--- config.mk ---
export PLATFORM = sky130hd
export DESIGN_NAME = duacfg_top
export DESIGN_NICKNAME = d
export VERILOG_FILES = /design/src/duacfg_pkg.sv /design/src/duacfg_top.sv
export VERILOG_INCLUDE_DIRS = /design/src
export SDC_FILE = /design/constraint.sdc
export NUM_CORES = 1
export LEC_CHECK = 0
export BUFFER_PORTS_ARGS = -buffer_cell sky130_fd_sc_hd__buf_2
export CAP_MARGIN = 5
export CORE_ASPECT_RATIO = 0.6
export CORE_UTILIZATION = 40
export CTS_BUF_LIST = sky130_fd_sc_hd__clkbuf_16
export DETAILED_ROUTE_END_ITERATION = 6
export GPL_ROUTABILITY_DRIVEN = 0
export PLACE_DENSITY = 0.77
export SYNTH_ARGS = -nofsm -noshare
export SYNTH_HDL_FRONTEND = slang
export SYNTH_SLANG_ARGS = --single-unit
--- constraint.sdc ---
create_clock -name clk_i -period 2.3 [get_ports clk_i]
set_input_delay 0.115 -clock clk_i [delete_from_list [all_inputs] [get_ports clk_i]]
set_output_delay 0.115 -clock clk_i [all_outputs]
set_load 0.02 [all_outputs]
--- src/duacfg_map.svh ---
// Purpose: offsets, field positions, commands and reset values of the channel mode block
// Assumes: byte-addressed classic Wishbone, 32-bit data, one aligned word per register
// Notes: channel b sits one stride above channel a
`ifndef DUACFG_MAP_SVH
`define DUACFG_MAP_SVH

`define DUACFG_OFS_MODE 8'h00
`define DUACFG_OFS_STAT 8'h04
`define DUACFG_OFS_CMD 8'h08
`define DUACFG_CHAN_BIT 4
`define DUACFG_HIGH_MSB 7
`define DUACFG_HIGH_LSB 5

`define DUACFG_MR1_RESET 8'h00
`define DUACFG_MR2_RESET 8'h00

`define DUACFG_CMD_REWIND 0
`define DUACFG_CMD_ERRCLR 1
`define DUACFG_CMD_RTSSET 2
`define DUACFG_CMD_RTSCLR 3

`define DUACFG_ST_CHAR 0
`define DUACFG_ST_FULL 1
`define DUACFG_ST_TRANSMIT_CAN_ACCEPT 2
`define DUACFG_ST_TRANSMIT_ALL_EMPTY 3
`define DUACFG_ST_IRQ 4
`define DUACFG_ST_PAR 5
`define DUACFG_ST_FRM 6
`define DUACFG_ST_BRK 7

`define DUACFG_STOP_SHORT_BASE 6'h09
`define DUACFG_STOP_LONG_BASE 6'h11
`define DUACFG_DATA_BASE 4'h5
`define DUACFG_DRAIN_TICKS 2'h2

`endif

--- src/duacfg_pkg.sv ---
// Purpose: types shared by the channel mode block
// Assumes: field layout of the two mode registers as packed structs
// Notes: none
package duacfg_pkg;

	typedef enum logic [1:0] {
		CHMODE_NORMAL = 2'b00,
		CHMODE_ECHO = 2'b01,
		CHMODE_LOCAL = 2'b10,
		CHMODE_REMOTE = 2'b11
	} duacfg_chmode_e;

	typedef enum logic [1:0] {
		PAR_WITH = 2'b00,
		PAR_FORCE = 2'b01,
		PAR_NONE = 2'b10,
		PAR_MULTIDROP = 2'b11
	} duacfg_parmode_e;

	typedef struct packed {
		logic rx_rts_ctl;
		logic rx_irq_full;
		logic err_block;
		duacfg_parmode_e par_mode;
		logic par_type;
		logic [1:0] char_len;
	} duacfg_mr1_s;

	typedef struct packed {
		duacfg_chmode_e ch_mode;
		logic tx_rts_ctl;
		logic cts_enable;
		logic [3:0] stop_len;
	} duacfg_mr2_s;

	typedef struct packed {
		logic [3:0] data_bits;
		duacfg_parmode_e par_mode;
		logic par_type;
		logic par_generate;
		logic par_check;
		logic [5:0] stop_sixteenths;
		logic tx_may_start;
		logic rx_clk_from_tx;
		logic tx_force_on;
		logic tx_cpu_en;
		logic rx_cpu_en;
	} duacfg_cfg_s;

endpackage

--- src/duacfg_top.sv ---
// Purpose: per-channel mode registers and mode steering of a two-channel async serial controller
// Assumes: shift registers, fifos and bit clocks live outside; their status arrives on clk_i
// Notes: serial input and clear-to-send pins are synchronised here
`timescale 1ns/10ps
`include "duacfg_map.svh"

module duacfg_top
	import duacfg_pkg::*;
(
	input wire logic clk_i,
	input wire logic rst_i,
	input wire logic wb_cyc_i,
	input wire logic wb_stb_i,
	input wire logic wb_we_i,
	input wire logic [7:0] wb_adr_i,
	input wire logic [31:0] wb_dat_i,
	input wire logic [3:0] wb_sel_i,
	output logic [31:0] wb_dat_o,
	output logic wb_ack_o,
	input wire logic [1:0] serial_input_line_i,
	input wire logic [1:0] clear_to_send_in_n_i,
	input wire logic [1:0] tx_serial_i,
	input wire logic [1:0] tx_hold_empty_i,
	input wire logic [1:0] tx_shift_empty_i,
	input wire logic [1:0] bit_tick_i,
	input wire logic [1:0] rx_char_avail_i,
	input wire logic [1:0] rx_fifo_full_i,
	input wire logic [1:0][2:0] top_err_i,
	input wire logic [1:0] top_new_i,
	output logic [1:0] serial_output_line_o,
	output logic [1:0] rx_line_o,
	output logic [1:0] request_to_send_out_n_o,
	output logic [1:0] rx_irq_o,
	output logic [1:0] transmit_can_accept_o,
	output logic [1:0] transmit_all_empty_o,
	output duacfg_cfg_s [1:0] cfg_o
);

	////////////////////////////////////////////////////////////////////////////////
	// helpers

	// codes 8 and up land in the long range, so one field spans both stop ranges
	function automatic logic [5:0] stop_sixteenths(input logic [3:0] code, input logic [1:0] len);
		logic [5:0] base;
		logic [5:0] step;
		base = `DUACFG_STOP_SHORT_BASE;
		step = {2'b00, code};
		if (len == 2'b00 || code[3]) begin
			base = `DUACFG_STOP_LONG_BASE;
		end
		stop_sixteenths = base + step;
	endfunction

	function automatic logic par_active(input duacfg_parmode_e m);
		par_active = (m == PAR_WITH) || (m == PAR_FORCE);
	endfunction

	////////////////////////////////////////////////////////////////////////////////
	// bus decode
	// channel select is one address bit, so both channels share one decoder

	logic take;
	logic hit;
	logic chan;
	logic [7:0] local_ofs;
	logic [7:0] mr1 [2];
	logic [7:0] mr2 [2];
	logic ptr_second [2];
	logic [2:0] err_char [2];
	logic [2:0] err_accum [2];
	logic rts_on [2];
	logic [1:0] drain_cnt [2];
	logic [1:0] rx_meta;
	logic [1:0] rx_sync;
	logic [1:0] cts_meta;
	logic [1:0] cts_sync_n;
	logic [7:0] stat_word [2];

	assign take = wb_cyc_i & wb_stb_i & ~wb_ack_o;
	assign chan = wb_adr_i[`DUACFG_CHAN_BIT];
	// clearing the channel bit lets one offset compare serve both channels
	assign local_ofs = wb_adr_i & ~(8'h01 << `DUACFG_CHAN_BIT);
	assign hit = (wb_adr_i[`DUACFG_HIGH_MSB:`DUACFG_HIGH_LSB] == 3'h0);

	function automatic logic is_acc(input logic [7:0] ofs, input logic [7:0] want, input logic h);
		is_acc = h && (ofs == want);
	endfunction

	// status is built from the same gated flags that the pins show
	always_comb begin
		for (int c = 0; c < 2; c++) begin
			duacfg_mr1_s m1;
			m1 = duacfg_mr1_s'(mr1[c]);
			stat_word[c] = 8'h00;
			stat_word[c][`DUACFG_ST_CHAR] = rx_char_avail_i[c];
			stat_word[c][`DUACFG_ST_FULL] = rx_fifo_full_i[c];
			stat_word[c][`DUACFG_ST_TRANSMIT_CAN_ACCEPT] = transmit_can_accept_o[c];
			stat_word[c][`DUACFG_ST_TRANSMIT_ALL_EMPTY] = transmit_all_empty_o[c];
			stat_word[c][`DUACFG_ST_IRQ] = rx_irq_o[c];
			stat_word[c][`DUACFG_ST_BRK:`DUACFG_ST_PAR] = m1.err_block ? err_accum[c] : err_char[c];
		end
	end

	// answer one cycle after the request; unmapped offsets read zero and ignore writes
	always_ff @(posedge clk_i) begin
		if (rst_i) begin
			wb_ack_o <= 1'b0;
			wb_dat_o <= 32'h0;
		end else begin
			wb_ack_o <= take;
			wb_dat_o <= 32'h0;
			if (take && !wb_we_i) begin
				if (is_acc(local_ofs, `DUACFG_OFS_MODE, hit)) begin
					wb_dat_o[7:0] <= ptr_second[chan] ? mr2[chan] : mr1[chan];
				end else if (is_acc(local_ofs, `DUACFG_OFS_STAT, hit)) begin
					wb_dat_o[7:0] <= stat_word[chan];
				end
			end
		end
	end

	////////////////////////////////////////////////////////////////////////////////
	// mode registers and pointer
	// a read of the first register advances the pointer too; sel only gates the data

	always_ff @(posedge clk_i) begin
		if (rst_i) begin
			for (int c = 0; c < 2; c++) begin
				mr1[c] <= `DUACFG_MR1_RESET;
				mr2[c] <= `DUACFG_MR2_RESET;
				ptr_second[c] <= 1'b0;
			end
		end else if (take) begin
			if (is_acc(local_ofs, `DUACFG_OFS_MODE, hit) && !ptr_second[chan]) begin
				ptr_second[chan] <= 1'b1;
				if (wb_we_i && wb_sel_i[0]) begin
					mr1[chan] <= wb_dat_i[7:0];
				end
			end
			if (is_acc(local_ofs, `DUACFG_OFS_MODE, hit) && ptr_second[chan] && wb_we_i && wb_sel_i[0]) begin
				mr2[chan] <= wb_dat_i[7:0];
			end
			if (is_acc(local_ofs, `DUACFG_OFS_CMD, hit) && wb_we_i && wb_sel_i[0] && wb_dat_i[`DUACFG_CMD_REWIND]) begin
				ptr_second[chan] <= 1'b0;
			end
		end
	end

	////////////////////////////////////////////////////////////////////////////////
	// pin synchronisers
	// both stages reset to marking so no false start bit follows reset

	always_ff @(posedge clk_i) begin
		if (rst_i) begin
			rx_meta <= 2'h3;
			rx_sync <= 2'h3;
			cts_meta <= 2'h3;
			cts_sync_n <= 2'h3;
		end else begin
			rx_meta <= serial_input_line_i;
			rx_sync <= rx_meta;
			cts_meta <= clear_to_send_in_n_i;
			cts_sync_n <= cts_meta;
		end
	end

	////////////////////////////////////////////////////////////////////////////////
	// error status: a new top character beats a same-cycle clear
	// parity flags mean nothing without parity, so they are masked there

	always_ff @(posedge clk_i) begin
		if (rst_i) begin
			for (int c = 0; c < 2; c++) begin
				err_char[c] <= 3'h0;
				err_accum[c] <= 3'h0;
			end
		end else begin
			for (int c = 0; c < 2; c++) begin
				duacfg_mr1_s m1;
				duacfg_mr2_s m2;
				logic [2:0] seen;
				logic clr;
				m1 = duacfg_mr1_s'(mr1[c]);
				m2 = duacfg_mr2_s'(mr2[c]);
				clr = take && wb_we_i && wb_sel_i[0] && (chan == c[0]) && wb_dat_i[`DUACFG_CMD_ERRCLR]
					&& is_acc(local_ofs, `DUACFG_OFS_CMD, hit);
				seen = top_err_i[c] & {2'b11, par_active(m1.par_mode)} & {3{m2.ch_mode != CHMODE_REMOTE}};
				err_char[c] <= seen;
				err_accum[c] <= (clr ? 3'h0 : err_accum[c]) | (top_new_i[c] ? seen : 3'h0);
			end
		end
	end

	////////////////////////////////////////////////////////////////////////////////
	// request-to-send; drain counts two ticks so at least one full bit passes
	// a set command beats any automatic negation in the same cycle

	always_ff @(posedge clk_i) begin
		if (rst_i) begin
			for (int c = 0; c < 2; c++) begin
				rts_on[c] <= 1'b0;
				drain_cnt[c] <= 2'h0;
			end
		end else begin
			for (int c = 0; c < 2; c++) begin
				duacfg_mr1_s m1;
				duacfg_mr2_s m2;
				logic cmd;
				m1 = duacfg_mr1_s'(mr1[c]);
				m2 = duacfg_mr2_s'(mr2[c]);
				cmd = take && wb_we_i && wb_sel_i[0] && (chan == c[0]) && is_acc(local_ofs, `DUACFG_OFS_CMD, hit);
				if (!(tx_hold_empty_i[c] && tx_shift_empty_i[c]) || !rts_on[c]) begin
					drain_cnt[c] <= 2'h0;
				end else if (bit_tick_i[c] && drain_cnt[c] != `DUACFG_DRAIN_TICKS) begin
					drain_cnt[c] <= drain_cnt[c] + 2'h1;
				end
				if (cmd && wb_dat_i[`DUACFG_CMD_RTSSET]) begin
					rts_on[c] <= 1'b1;
				end else if (cmd && wb_dat_i[`DUACFG_CMD_RTSCLR]) begin
					rts_on[c] <= 1'b0;
				end else if (m1.rx_rts_ctl && rx_fifo_full_i[c]) begin
					rts_on[c] <= 1'b0;
				end else if (m2.tx_rts_ctl && drain_cnt[c] == `DUACFG_DRAIN_TICKS) begin
					rts_on[c] <= 1'b0;
				end
			end
		end
	end

	////////////////////////////////////////////////////////////////////////////////
	// mode steering outputs
	// every output is a flop, so pin to line costs three cycles in echo and remote loop modes

	always_ff @(posedge clk_i) begin
		if (rst_i) begin
			serial_output_line_o <= 2'h3;
			rx_line_o <= 2'h3;
			request_to_send_out_n_o <= 2'h3;
			rx_irq_o <= 2'h0;
			transmit_can_accept_o <= 2'h0;
			transmit_all_empty_o <= 2'h0;
			cfg_o <= '0;
		end else begin
			for (int c = 0; c < 2; c++) begin
				duacfg_mr1_s m1;
				duacfg_mr2_s m2;
				logic tx_on_line;
				m1 = duacfg_mr1_s'(mr1[c]);
				m2 = duacfg_mr2_s'(mr2[c]);
				tx_on_line = (m2.ch_mode == CHMODE_NORMAL) || (m2.ch_mode == CHMODE_LOCAL);
				request_to_send_out_n_o[c] <= ~rts_on[c];
				rx_irq_o[c] <= m1.rx_irq_full ? rx_fifo_full_i[c] : rx_char_avail_i[c];
				case (m2.ch_mode)
					CHMODE_NORMAL: begin
						serial_output_line_o[c] <= tx_serial_i[c];
						rx_line_o[c] <= rx_sync[c];
					end
					CHMODE_ECHO: begin
						serial_output_line_o[c] <= rx_sync[c];
						rx_line_o[c] <= rx_sync[c];
					end
					CHMODE_LOCAL: begin
						serial_output_line_o[c] <= 1'b1;
						rx_line_o[c] <= tx_serial_i[c];
					end
					CHMODE_REMOTE: begin
						serial_output_line_o[c] <= rx_sync[c];
						rx_line_o[c] <= rx_sync[c];
					end
					default: begin
						serial_output_line_o[c] <= 1'b1;
						rx_line_o[c] <= rx_sync[c];
					end
				endcase
				// remote loop also hides transmit status; the cpu has no transmit path there
				// status held inactive
				transmit_can_accept_o[c] <= tx_on_line & tx_hold_empty_i[c];
				transmit_all_empty_o[c] <= tx_on_line & tx_hold_empty_i[c] & tx_shift_empty_i[c];
				cfg_o[c].data_bits <= `DUACFG_DATA_BASE + {2'b00, m1.char_len};
				cfg_o[c].par_mode <= m1.par_mode;
				cfg_o[c].par_type <= m1.par_type;
				cfg_o[c].par_generate <= par_active(m1.par_mode) && tx_on_line;
				cfg_o[c].par_check <= par_active(m1.par_mode) && (m2.ch_mode != CHMODE_REMOTE);
				cfg_o[c].stop_sixteenths <= stop_sixteenths(m2.stop_len, m1.char_len);
				cfg_o[c].tx_may_start <= ~m2.cts_enable | ~cts_sync_n[c];
				cfg_o[c].rx_clk_from_tx <= (m2.ch_mode == CHMODE_LOCAL);
				cfg_o[c].tx_force_on <= (m2.ch_mode == CHMODE_LOCAL);
				cfg_o[c].tx_cpu_en <= tx_on_line;
				cfg_o[c].rx_cpu_en <= (m2.ch_mode != CHMODE_REMOTE);
			end
		end
	end

endmodule // duacfg_top

==> flow_summary.ini <==
[drt]
wl_met1_mm = 5.56
via_per_inst = 4.91
vias = 3651
routed_wl_mm = 12.2
drtPass1Iterations = 5
met3_length_mm = 1.14
postRouteAntennaNets = 0
top_layer = met4
dr.first_iter.drc_count = 280
wl_met2_mm = 5.39
wire_per_inst_um = 16.4
drc = 0

[setup_path]
crit_path_max_incr_delay_ps = 620
critical-path-slowest-cell = or4b_1
cp.arrival_ps = 2280
worstPathCellList = or2_2 > or4b_1 > buf_4 > nor4_4 > or2_2
critPathKind = reg -> reg
critPathLaunchType = register
path_delay_family = simple AND/OR/NAND/NOR gates
required_ps = 2390
end_kind = register
crit_fanout = 8
cp_common_cell = or2_2
crit_buf_inv = 1

[synthesis]
synth.distinct_cells = 50
netlist_area_um2 = 4840
synth-simple-area-share = 0.205
synth_adder_area_share = 0.0207
synth-edff-count = 39
synth_mux_area_frac = 0.0463
ys.flop_type = dfxtp_1
yosys_warnings = 0
synth_top_family_by_area = simple AND/OR/NAND/NOR gates
synth_seq_area_share = 0.573
yosys.area.top_type_share = 0.331
synthCells = 435
netlist_top_cells_area = dfxtp_1 33%, edfxtp_1 24%, and2_1 4.9%
synth_xor_xnor_area_share = 0.00724
ys_ff_latch = 119
async_reset_ff_frac = 0
synth-compound-area-share = 0.0846
yosys.area.top_type = dfxtp_1
syn_avg_cell_area_um2 = 11.1

[status]
outcome = finished, final reports clean

[floorplan]
ios = 158
die_x_um = 144
dieArea_um2 = 12600
core_um2 = 11500
core.rowCount = 30
dieHeight_um = 87.2
start_util = 0.420

[global_routing]
grt_pass1_vias = 3516
antenna_found_initial = 0
grt_pass1_wl_mm = 18.8
grt.overflow.total = 0
grt_usage = 0.205
grt_max_degree = 69

[clock_tree]
h-tree-depth = 4
ctsResizeCount = 0
cts.clk_slew.worst_paths_ps = 60
ctsRootBufferMaster = clkbuf_16
cts-hold-fix-buffers = 18
cts.sinks = 119
cts_max_path_buffers = 2
post-cts-setup-buffer-count = 0
cts_tree = done
clock_latency_ps = 400
cts_buffers = 17

[finish]
finalNonFillerCells = 743
drive_above_1_share = 0.281
antenna_cells = 0
nets = 651
syn_to_final_growth_pct = 29.5

[sta]
rsz0062_at_grt = false
timing.slew.headroom = 0.559
clock_skew_ps = 10.9
final_hold_viol_count = 0
period_needed_ps = 2190
worst_hold_slack_ps = 11.3
tightest_slew_ps = 661
timing.fmax_mhz = 457
final-max-slew-violation-count = 0
tns_ps = 0
setup_viol = 0
timing.final.crit_share = 0.951

[placed_design]
place_inst = 693
numPortBuffers = 106
hpwl_mm = 8.60

[power_and_ir_drop]
power_uw = 5330
leakage_uw = 0.00272
peakVddDrop_mv = 0.563
powerDensity_nw_per_um2 = 851

[min_path]
hold_path_class = in -> reg

[flow_run]
drv_cap = 0
-- where the power goes --
| part | internal, µW | switching [µW] | leakage, µW |
|---|---|---|---|
| clock network | 1740 | 879 | 0.000303 |
| registers | 2250 | 49.2 | 0.00107 |
| logic | 158 | 259 | 0.00135 |
-- synthesized netlist by cell type, types with 5 or more instances --
cell type and number:
nor2b_1 25, o31ai_1 7, clkbuf_1 14, edfxtp_1 39
mux2i_1 19, ha_1 8, nor2_1 34, nor3_1 8
nand2_1 15, buf_4 26, nand2b_1 5, nand3_1 6
inv_1 9, and2_1 38, or2_2 12, dfxtp_1 80
o21a_1 5, a21oi_1 16
-- path summary, 6_finish.rpt --
path | start | endpoint | slack (ps) | depth (start not counted)
worst max-delay path | wb_ack_o | mr1[0][3] | 110 | 5
worst min-delay path | wb_stb_i | wb_ack_o | 10 | 3
worst max register to register | wb_ack_o | mr1[0][3] | 110 | 5
worst min register to register | cts_meta[1] | cts_sync_n[1] | 410 | 1
-- flip-flops by register name (all words and copies together), names as in the netlist, 4 cells and up --
| name | cells |
|---|---|
| drain_cnt | 4 |
| mr1 | 16 |
| err_char | 6 |
| wb_dat_o | 8 |
| cfg_o | 38 |
| err_accum | 6 |
| mr2 | 16 |
-- per-layer routing --
layer,vias up,GRT usage
met3,12,0.0572
li1,1741,-
met1,1729,0.283
met5,-,0
met2,169,0.314
met4,0,0.0609
-- final cells by class --
class | instances | area, µm²
Clock buffer | 18 | 450
Fill cell | 1006 | 5260
Sequential cell | 119 | 2770
Inverter | 9 | 33.8
Timing Repair Buffer | 136 | 813
Tap cell | 160 | 200
Multi-Input combinational cell | 287 | 1850
Clock inverter | 14 | 141
-- cell usage in the layout (no fill, tap or decap), types with 3 or more instances in the layout --
master,instances
buf_4,11
or3_1,3
nand2_1,15
a21o_1,3
nor4_1,4
xnor2_1,4
inv_1,13
nor2_1,34
clkinv_1,3
nand3_1,6
a221oi_1,4
nor3_1,8
a21oi_1,16
mux2i_1,19
a211oi_1,3
a22oi_1,4
buf_2,106
nor2b_1,25
clkbuf_16,18
and2_1,38
mux2_2,3
o21a_1,5
nor3b_1,4
or2_2,12
nand2b_1,5
bufinv_16,3
dfxtp_1,80
o21ai_0,4
o31ai_1,7
a2111oi_0,4
conb_1,24
ha_1,8
dlygate4sd3_1,18
edfxtp_1,39
-- per-stage QoR --
step / utilization / area [µm²] / setup slack [ps]
finish: 0.544 / 6260 / 112
global route: 0.544 / 6260 / 37.3
CTS: 0.544 / 6260 / 128
detailed placement: 0.477 / 5490 / 6.57
global placement: 0.477 / 5490 / 29.7
floorplan: - / 4920 / 18.1
-- cell families after synthesis --
group	Yosys count
muxes	22
other	1
buffers and inverters	52
AOI/OAI and AO/OA	59
xor gates and xnor gates	4
adders and majority gates	8
and+or+nand+nor	170
DFF	119
-- worst reg2reg max path, delay by kind of cell (launching register included) --
kind                   cells  cell delay [ps]
DFF                        1              320
and+or+nand+nor            4             1350
buffers and inverters      1              190
Note: power is estimated with default switching activity, not from simulation.
